**config.mk**
```make
export PLATFORM = sky130hd
export DESIGN_NAME = urxs_endpoint_rx
export DESIGN_NICKNAME = d
export VERILOG_FILES = /design/src/pkg/urxs_pkg.sv /design/src/design/urxs_endpoint_rx.sv /design/src/design/urxs_fifo_occ.sv
export VERILOG_INCLUDE_DIRS = /design/src /design/src/pkg
export SDC_FILE = /design/constraint.sdc
export NUM_CORES = 1
export LEC_CHECK = 0
export BUFFER_PORTS_ARGS = -buffer_cell sky130_fd_sc_hd__buf_2
export CORE_UTILIZATION = 47
export CTS_BUF_LIST = sky130_fd_sc_hd__clkbuf_16
export CTS_CLUSTER_DIAMETER = 30
export DETAILED_ROUTE_END_ITERATION = 10
export HOLD_SLACK_MARGIN = 0.03
export PLACE_DENSITY = 0.8
export SLEW_MARGIN = 5
export SYNTH_ARGS = -nofsm -noshare
export SYNTH_HDL_FRONTEND = slang
export SYNTH_SLANG_ARGS = --single-unit
export TNS_END_PERCENT = 10
```
**constraint.sdc**
```tcl
create_clock -name pclk -period 4.15 [get_ports pclk]
set_clock_uncertainty 0.15 [all_clocks]
set_input_delay 0.83 -clock pclk [delete_from_list [all_inputs] [get_ports pclk]]
set_output_delay 0.83 -clock pclk [all_outputs]
set_load 0.03 [all_outputs]
```
**src/pkg/urxs_consts.svh**
```systemverilog
`ifndef URXS_CONSTS_SVH
`define URXS_CONSTS_SVH

// Register indices; byte address is four times the index
`define URXS_RXS_IDX 32'h5000187C
`define URXS_RXC_IDX 32'h5000187E
`define URXS_WEV_IDX 32'h50001880
`define URXS_IST_IDX 32'h50001881
`define URXS_ICL_IDX 32'h50001882
`define URXS_IEN_IDX 32'h50001883

// Receive status fields
`define URXS_RXS_ERR 7
`define URXS_RXS_SETUP 6
`define URXS_RXS_TOGGLE 5
`define URXS_RXS_LAST 4
`define URXS_RXS_CNT_HI 3
`define URXS_RXS_CNT_LO 0

// Receive control fields
`define URXS_RXC_WL_HI 6
`define URXS_RXC_WL_LO 5
`define URXS_RXC_FLUSH 3
`define URXS_RXC_IGN 2
`define URXS_RXC_EN 0

// Warning limit codes and free-byte thresholds
`define URXS_WL_OFF 2'h0
`define URXS_WL_5 2'h1
`define URXS_WL_9 2'h2
`define URXS_WL_17 2'h3
`define URXS_LIM_5 7'h05
`define URXS_LIM_9 7'h09
`define URXS_LIM_17 7'h11

// FIFO geometry and count saturation
`define URXS_FIFO_DEPTH 7'h40
`define URXS_CNT_MAX 7'h0F

// Event and interrupt bits
`define URXS_EV_W 4
`define URXS_EV_SETUP 0
`define URXS_EV_ACK 1
`define URXS_EV_ERR 2
`define URXS_EV_WARN 3
`define URXS_WEV_RX_SPACE_WARNING 0

`define URXS_RESET_VAL 32'h0000_0000

`endif

```
**src/pkg/urxs_pkg.sv**
```systemverilog
package urxs_pkg;

	// Per-cycle pulses from the receive engine
	typedef struct packed {
		logic good;
		logic setup;
		logic data1;
		logic err;
		logic ack;
		logic stall_out;
	} urxs_mac_evt_t;

	// Controls handed back to the receive engine
	typedef struct packed {
		logic rx_enable;
		logic setup_token_disregard;
		logic flush;
		logic nak_on_full;
	} urxs_ctrl_t;

	typedef enum logic [0:0] {
		URXS_FL_IDLE,
		URXS_FL_WAIT
	} urxs_flush_st_t;

endpackage : urxs_pkg
```
**src/design/urxs_endpoint_rx.sv**
```systemverilog
`include "urxs_consts.svh"

module urxs_endpoint_rx (
	// APB slave
	input wire logic pclk,
	input wire logic presetn,
	input wire logic psel,
	input wire logic penable,
	input wire logic pwrite,
	input wire logic [31:0] paddr,
	input wire logic [31:0] pwdata,
	input wire logic [3:0] pstrb,
	output logic [31:0] prdata,
	output logic pready,
	output logic pslverr,
	// Receive engine side
	input urxs_pkg::urxs_mac_evt_t mac_evt,
	input wire logic frame_number_lsb,
	input wire logic ep_iso,
	input wire logic rx_busy,
	input wire logic byte_in,
	input wire logic byte_out,
	output urxs_pkg::urxs_ctrl_t ep_ctrl,
	// Interrupt
	output logic irq
);

	// Bus phase decode
	logic setup_ph;
	logic done_ph;
	logic wr_done;
	logic rd_done;
	logic [29:0] widx;
	logic hit_rxs;
	logic hit_rxc;
	logic hit_wev;
	logic hit_ist;
	logic hit_icl;
	logic hit_ien;
	logic mapped;

	// Register state
	logic [31:0] prdata_q;
	logic [31:0] prdata_d;
	logic pready_q;
	logic pready_d;
	logic pslverr_q;
	logic pslverr_d;
	logic err_q;
	logic err_d;
	logic setup_q;
	logic setup_d;
	logic toggle_q;
	logic toggle_d;
	logic last_q;
	logic last_d;
	logic [2:0] rdmask_q;
	logic [2:0] rdmask_d;
	logic [1:0] wl_q;
	logic [1:0] wl_d;
	logic ign_q;
	logic ign_d;
	logic rxen_q;
	logic rxen_d;
	logic wev_q;
	logic wev_d;
	logic [`URXS_EV_W-1:0] ist_q;
	logic [`URXS_EV_W-1:0] ist_d;
	logic [`URXS_EV_W-1:0] ien_q;
	logic [`URXS_EV_W-1:0] ien_d;
	logic [`URXS_EV_W-1:0] ev;
	logic irq_q;
	logic irq_d;
	logic nak_q;
	logic nak_d;
	urxs_pkg::urxs_flush_st_t fl_q;
	urxs_pkg::urxs_flush_st_t fl_d;
	logic flush_q;
	logic flush_d;

	// FIFO occupancy
	logic [6:0] level;
	logic [6:0] free_bytes;
	logic [3:0] count4;
	logic warn_now;
	logic setup_ok;
	logic data_pkt;

	urxs_fifo_occ u_occ (
		.pclk(pclk),
		.presetn(presetn),
		.byte_in(byte_in),
		.byte_out(byte_out),
		.flush(flush_q),
		.level_q(level)
	);

	// Address decode against the word index
	assign widx = paddr[31:2];
	assign hit_rxs = (widx == 30'(`URXS_RXS_IDX));
	assign hit_rxc = (widx == 30'(`URXS_RXC_IDX));
	assign hit_wev = (widx == 30'(`URXS_WEV_IDX));
	assign hit_ist = (widx == 30'(`URXS_IST_IDX));
	assign hit_icl = (widx == 30'(`URXS_ICL_IDX));
	assign hit_ien = (widx == 30'(`URXS_IEN_IDX));
	assign mapped = hit_rxs | hit_rxc | hit_wev | hit_ist | hit_icl | hit_ien;
	assign setup_ph = psel && !penable;
	assign done_ph = psel && penable && pready_q;
	assign wr_done = done_ph && pwrite && !pslverr_q && pstrb[0];
	assign rd_done = done_ph && !pwrite;

	// Saturating byte count and free space
	assign count4 = (level > `URXS_CNT_MAX) ? 4'hF : level[3:0];
	assign free_bytes = `URXS_FIFO_DEPTH - level;

	// Warning threshold decode
	always_comb
	begin
		unique case (wl_q)
			`URXS_WL_5: warn_now = (free_bytes < `URXS_LIM_5);
			`URXS_WL_9: warn_now = (free_bytes < `URXS_LIM_9);
			`URXS_WL_17: warn_now = (free_bytes < `URXS_LIM_17);
			default: warn_now = 1'b0;
		endcase
	end

	// Ignored SETUP packets never reach the flags
	assign setup_ok = mac_evt.good && mac_evt.setup && !ign_q;
	assign data_pkt = mac_evt.good && !mac_evt.setup;

	// Read data and bus answer, captured in the setup cycle
	always_comb
	begin
		prdata_d = `URXS_RESET_VAL;
		rdmask_d = 3'h0;
		pready_d = 1'b0;
		pslverr_d = 1'b0;
		if (setup_ph)
		begin
			pready_d = 1'b1;
			pslverr_d = !mapped;
			if (!pwrite && hit_rxs)
			begin
				prdata_d[`URXS_RXS_ERR] = err_q;
				prdata_d[`URXS_RXS_SETUP] = setup_q;
				prdata_d[`URXS_RXS_TOGGLE] = toggle_q;
				prdata_d[`URXS_RXS_LAST] = last_q;
				prdata_d[`URXS_RXS_CNT_HI:`URXS_RXS_CNT_LO] = count4;
				rdmask_d = {setup_q, toggle_q, last_q};
			end
			else if (!pwrite && hit_rxc)
			begin
				prdata_d[`URXS_RXC_WL_HI:`URXS_RXC_WL_LO] = wl_q;
				prdata_d[`URXS_RXC_FLUSH] = (fl_q == urxs_pkg::URXS_FL_WAIT);
				prdata_d[`URXS_RXC_IGN] = ign_q;
				prdata_d[`URXS_RXC_EN] = rxen_q;
			end
			else if (!pwrite && hit_wev)
				prdata_d[`URXS_WEV_RX_SPACE_WARNING] = wev_q;
			else if (!pwrite && hit_ist)
				prdata_d[`URXS_EV_W-1:0] = ist_q;
			else if (!pwrite && hit_ien)
				prdata_d[`URXS_EV_W-1:0] = ien_q;
		end
		else if (psel && penable && !pready_q)
		begin
			pready_d = 1'b1;
			pslverr_d = pslverr_q;
			prdata_d = prdata_q;
			rdmask_d = rdmask_q;
		end
	end

	always_ff @(posedge pclk or negedge presetn)
	begin
		if (!presetn)
		begin
			prdata_q <= `URXS_RESET_VAL;
			rdmask_q <= 3'h0;
			pready_q <= 1'b0;
			pslverr_q <= 1'b0;
		end
		else
		begin
			prdata_q <= prdata_d;
			rdmask_q <= rdmask_d;
			pready_q <= pready_d;
			pslverr_q <= pslverr_d;
		end
	end

	// Receive status flags: only bits that were returned are cleared,
	// so an event landing between capture and completion survives
	always_comb
	begin
		setup_d = setup_q;
		toggle_d = toggle_q;
		last_d = last_q;
		err_d = err_q;
		if (rd_done && hit_rxs)
		begin
			setup_d = setup_q & ~rdmask_q[2];
			toggle_d = toggle_q & ~rdmask_q[1];
			last_d = last_q & ~rdmask_q[0];
		end
		if (setup_ok)
			setup_d = 1'b1;
		if (mac_evt.good && (setup_ok || !mac_evt.setup))
			toggle_d = ep_iso ? frame_number_lsb : mac_evt.data1;
		if (mac_evt.ack)
			last_d = 1'b1;
		if (flush_q)
			err_d = 1'b0;
		if (mac_evt.err)
			err_d = 1'b1;
	end

	always_ff @(posedge pclk or negedge presetn)
	begin
		if (!presetn)
		begin
			setup_q <= 1'b0;
			toggle_q <= 1'b0;
			last_q <= 1'b0;
			err_q <= 1'b0;
		end
		else
		begin
			setup_q <= setup_d;
			toggle_q <= toggle_d;
			last_q <= last_d;
			err_q <= err_d;
		end
	end

	// Control register; a firmware re-enable beats a same-cycle drop
	always_comb
	begin
		wl_d = wl_q;
		ign_d = ign_q;
		rxen_d = rxen_q;
		ien_d = ien_q;
		if (data_pkt || mac_evt.stall_out)
			rxen_d = 1'b0;
		if (wr_done && hit_rxc)
		begin
			wl_d = pwdata[`URXS_RXC_WL_HI:`URXS_RXC_WL_LO];
			ign_d = pwdata[`URXS_RXC_IGN];
			if (pwdata[`URXS_RXC_EN])
				rxen_d = 1'b1;
		end
		if (wr_done && hit_ien)
			ien_d = pwdata[`URXS_EV_W-1:0];
	end

	always_ff @(posedge pclk or negedge presetn)
	begin
		if (!presetn)
		begin
			wl_q <= `URXS_WL_OFF;
			ign_q <= 1'b0;
			rxen_q <= 1'b0;
			ien_q <= '0;
		end
		else
		begin
			wl_q <= wl_d;
			ign_q <= ign_d;
			rxen_q <= rxen_d;
			ien_q <= ien_d;
		end
	end

	// Purge sequencing: held off while a packet is landing in the FIFO
	always_comb
	begin
		fl_d = fl_q;
		flush_d = 1'b0;
		unique case (fl_q)
			urxs_pkg::URXS_FL_IDLE:
			begin
				if (wr_done && hit_rxc && pwdata[`URXS_RXC_FLUSH])
				begin
					if (rx_busy)
						fl_d = urxs_pkg::URXS_FL_WAIT;
					else
						flush_d = 1'b1;
				end
			end
			urxs_pkg::URXS_FL_WAIT:
			begin
				if (!rx_busy)
				begin
					fl_d = urxs_pkg::URXS_FL_IDLE;
					flush_d = 1'b1;
				end
			end
		endcase
	end

	always_ff @(posedge pclk or negedge presetn)
	begin
		if (!presetn)
		begin
			fl_q <= urxs_pkg::URXS_FL_IDLE;
			flush_q <= 1'b0;
		end
		else
		begin
			fl_q <= fl_d;
			flush_q <= flush_d;
		end
	end

	// Event register, interrupt status and line; set beats clear
	assign ev[`URXS_EV_SETUP] = setup_ok;
	assign ev[`URXS_EV_ACK] = mac_evt.ack;
	assign ev[`URXS_EV_ERR] = mac_evt.err;
	assign ev[`URXS_EV_WARN] = warn_now && !wev_q;

	always_comb
	begin
		wev_d = wev_q;
		ist_d = ist_q;
		if (rd_done && hit_wev)
			wev_d = 1'b0;
		if (warn_now)
			wev_d = 1'b1;
		if (wr_done && hit_icl)
			ist_d = ist_q & ~pwdata[`URXS_EV_W-1:0];
		ist_d = ist_d | ev;
		irq_d = |(ist_d & ien_d);
		nak_d = !ep_iso;
	end

	always_ff @(posedge pclk or negedge presetn)
	begin
		if (!presetn)
		begin
			wev_q <= 1'b0;
			ist_q <= '0;
			irq_q <= 1'b0;
			nak_q <= 1'b0;
		end
		else
		begin
			wev_q <= wev_d;
			ist_q <= ist_d;
			irq_q <= irq_d;
			nak_q <= nak_d;
		end
	end

	// Outputs straight from flops
	assign prdata = prdata_q;
	assign pready = pready_q;
	assign pslverr = pslverr_q;
	assign irq = irq_q;
	assign ep_ctrl.rx_enable = rxen_q;
	assign ep_ctrl.setup_token_disregard = ign_q;
	assign ep_ctrl.flush = flush_q;
	assign ep_ctrl.nak_on_full = nak_q;

endmodule : urxs_endpoint_rx

```
**src/design/urxs_fifo_occ.sv**
```systemverilog
`include "urxs_consts.svh"

module urxs_fifo_occ (
	// Clock and reset
	input wire logic pclk,
	input wire logic presetn,
	// FIFO activity
	input wire logic byte_in,
	input wire logic byte_out,
	input wire logic flush,
	// Occupancy
	output logic [6:0] level_q
);

	logic [6:0] level_d;

	// Flush clears the level count, so occupancy drops to zero
	always_comb
	begin
		level_d = level_q;
		if (flush)
			level_d = 7'h00;
		else if (byte_in && !byte_out && level_q != `URXS_FIFO_DEPTH)
			level_d = level_q + 7'h01;
		else if (byte_out && !byte_in && level_q != 7'h00)
			level_d = level_q - 7'h01;
	end

	always_ff @(posedge pclk or negedge presetn)
	begin
		if (!presetn)
			level_q <= 7'h00;
		else
			level_q <= level_d;
	end

endmodule : urxs_fifo_occ

```
==> results.md <==
* Status: complete, no violations
* Clock sinks at 40
* Setup crit start: u_occ.level_q[0]
* Number of synthesized flops with an enable pin at 0
* Initial antenna violation count at 0
* Critical path capture point type: flip-flop
* Seq/Total Area, Yosys at 0.375
* Die Ht at 77.3 µm
* Routability cong. at 0.810
* Die ar. at 5980 µm²
* Library cells used by synthesis at 62
* Cell Rows at 27
* CTS tree: yes
* Share of layout cells above drive strength 1 at 0.286
* Vias in the first global route at 2194
* Pre-antenna DRT Iters at 4
* Worst Path Max Fanout at 7
* DRT iter0 DRCs at 160
* Relative slew slack at 0.410
* Gr ovfl total at 0
* CP Cell Sequence: inv_1, ha_1, or4b_2, nor2_1, a21o_1, inv_1, fa_1, nor2b_1, o21ai_0, a21boi_0, o21a_1, a211o_1, a21oi_1
* Vias per cell at 5.43
* Largest stage delay, worst path at 0.62 ns
* R2R Setup Slk at 0.49 ns
* Synth top cells by count: dfrtp_1, nand2_1, buf_4, nor2_1, o21ai_0
* Cell Pwr Density at 440 nW/µm²
* Pleak at 0.00147 µW
* Post-CTS Repair Setup Buffers at 0
* Mapped Area at 2670 µm²
* Max Cap Violations at 0
* Synth area leader: dfrtp_1
* Asr flop ratio synth at 1.00
* Slowest cell on the critical path: or4b_2
* Fmax at 273 MHz
* Maximum vdd drop at 0.000326 V
* Detailed-route DRC error count at 0
* Largest cells by area after synthesis: dfrtp_1, buf_4, nand2_1
* Mapped Cells at 287
* Yosys reg bits at 40
* Detailed Place HPWL at 4.43 mm
* Post_cts resized at 0
* Final hold slack at 0.334 ns
* Setup Total Neg Slack at 0 ns
* Via Count at 2293
* PortBufs at 67
* Total CTS buffers at 5
* Finish-stage setup viols at 0
* I/O pin count at 123
* Final antenna-violating net count at 0
* Final #Nets at 440
* Total GRT Usage at 0.212
* Final Instance Area at 3110 µm²
* Startpoint Class: flip-flop
* DRT Wirelength at 5.98 mm
* Critical path type: flip-flop to flip-flop
* Starting Density at 0.487
* Crit-path most repeated cell: inv_1
* Reg2Reg Capture Point: u_occ.level_q[6]
* H-Tree Depth at 2
* WL/cell at 14.2 µm
* Core area at 5470 µm²
* Reg clk slew, reported paths at 0.06 ns
* Main synth FF type: dfrtp_1
* Pin count of the biggest net entering global routing at 41
* P&R area growth vs syn at 16.6%
* R2r startpoint: u_occ.level_q[0]
* WP data required at 4.16 ns
* Root Buffer: clkbuf_16
* Most instantiated library cell after synthesis: dfrtp_1
* Placed inst area at 2940 µm²
* Worst skew pair latency at 0.29 ns
* Hold Path Class: flip-flop to flip-flop
* Worst Setup EP: u_occ.level_q[6]
* Tmin final at 3.66 ns
* Hold Buf Count CTS at 0
* Clock buffer depth at 2
* Ys Warns at 0
* Ant. Diodes at 0
* Fin crit share at 0.881
* Worst EP arrival at 3.66 ns
* FF-to-FF path depth at 13
* Final Hold Viols at 0
* Worst-margin pin slew at 0.884 ns
* Die Width at 77.3 µm
* First-pass GRT wire length at 9.90 mm
* Top cell type's share of synthesized area at 0.375
* Max-slew violation count at 0
* Syn avg cell area at 9.29 µm²
* RSZ-0062 raised after global routing: no
[final cells by class]
type	count	area [µm²]
Clock buffer	5	125
Clock inverter	3	46.3
Fill cell	497	2360
Inverter	10	37.5
Multi-Input combinational cell	223	1460
Sequential cell	40	1000
Tap cell	72	90.1
Timing Repair Buffer	69	350
[worst max-delay path: cells and delay by family (launching register included)]
| family | cells | cell delay (ns) |
|---|---|---|
| adder cells (fa/ha/maj) | 2 | 0.62 |
| buffers and inverters | 2 | 0.24 |
| AO/OA/AOI/OAI | 6 | 1.07 |
| AND/OR/NAND/NOR | 3 | 1.00 |
| flip-flops | 1 | 0.45 |
[through the flow]
step                power (µW)  instances  worst slack, ns  utilization
floorplan                  832        310            0.925            -
global placement           897        414            0.630        0.537
detailed placement         920        414            0.518        0.537
CTS                       1370        422            0.500        0.568
global route              1460        422            0.246        0.568
finish                    1370        422            0.492        0.568
[cell usage in the layout (no fill, tap or decap), types with 3 or more instances in the layout]
master     netlist  routed
o31ai_1          4       4
inv_1            9       9
a21o_1           9       9
or4_1            3       3
nor2b_1          6       6
or2_2            3       3
nand4_1          4       4
nand3b_1         5       5
a31oi_1          3       3
o21ai_1          3       3
a21oi_1          8       8
o21a_1           3       3
clkbuf_16        0       5
nor4b_1          3       3
conb_1           1      24
nand2b_1         7       7
nand2_1         35      35
ha_1             6       6
xnor2_1          3       3
dfrtp_1         40      40
mux2_2           8       8
a22o_1           6       6
buf_2            0      67
nor4_1           6       6
mux2i_1          3       3
xor2_1           4       4
nor2_1          12      12
o21ai_0         12      12
nor3_1           5       5
[cell families (layout without fill, tap and decap cells)]
logic type | after synthesis | after routing | share of synthesized area
adder cells (fa/ha/maj) | 7 | 7 | 0.0356
multiplexers | 12 | 12 | 0.0507
AND/OR/NAND/NOR | 107 | 107 | 0.229
flip-flops | 40 | 40 | 0.375
XOR/XNOR | 7 | 7 | 0.0230
AO/OA/AOI/OAI | 66 | 66 | 0.175
buffers and inverters | 47 | 87 | 0.110
other | 1 | 24 | 0.00141
[layer usage]
layer  global-route usage  wire length [µm]  share of wire  vias to the layer above
li1                     -                 -              -                     1110
met1                0.260              2570           0.43                     1083
met2                0.360              2870           0.48                       84
met3               0.0506               373          0.062                       16
met4               0.0811               164          0.027                        0
met5                    0                 0              0                        -
[sequential cells by signal (all words and copies together) (netlist names)]
name	count
err_q	1
fl_q	1
wl_q	2
nak_q	1
ist_q	4
setup_q	1
ign_q	1
irq	1
pslverr	1
toggle_q	1
u_occ.level_q	7
pready	1
last_q	1
rdmask_q	3
wev_q	1
flush_q	1
rxen_q	1
prdata	7
ien_q	4
[power by group]
group / internal, µW / leakage (µW) / switching, µW
registers: 426 / 0.000497 / 71.3
logic: 186 / 0.000895 / 235
clock network: 286 / 0.0000804 / 165
[worst min path at each step]
stage                start     end  cells after the start  slack (ns)
detailed placement  last_q  last_q                      1        0.32
CTS                 last_q  last_q                      1        0.34
finish              last_q  last_q                      1        0.33
global route        last_q  last_q                      1        0.35
global placement    last_q  last_q                      1        0.31
floorplan           last_q  last_q                      1        0.30
(Power assumes the default switching activity.)
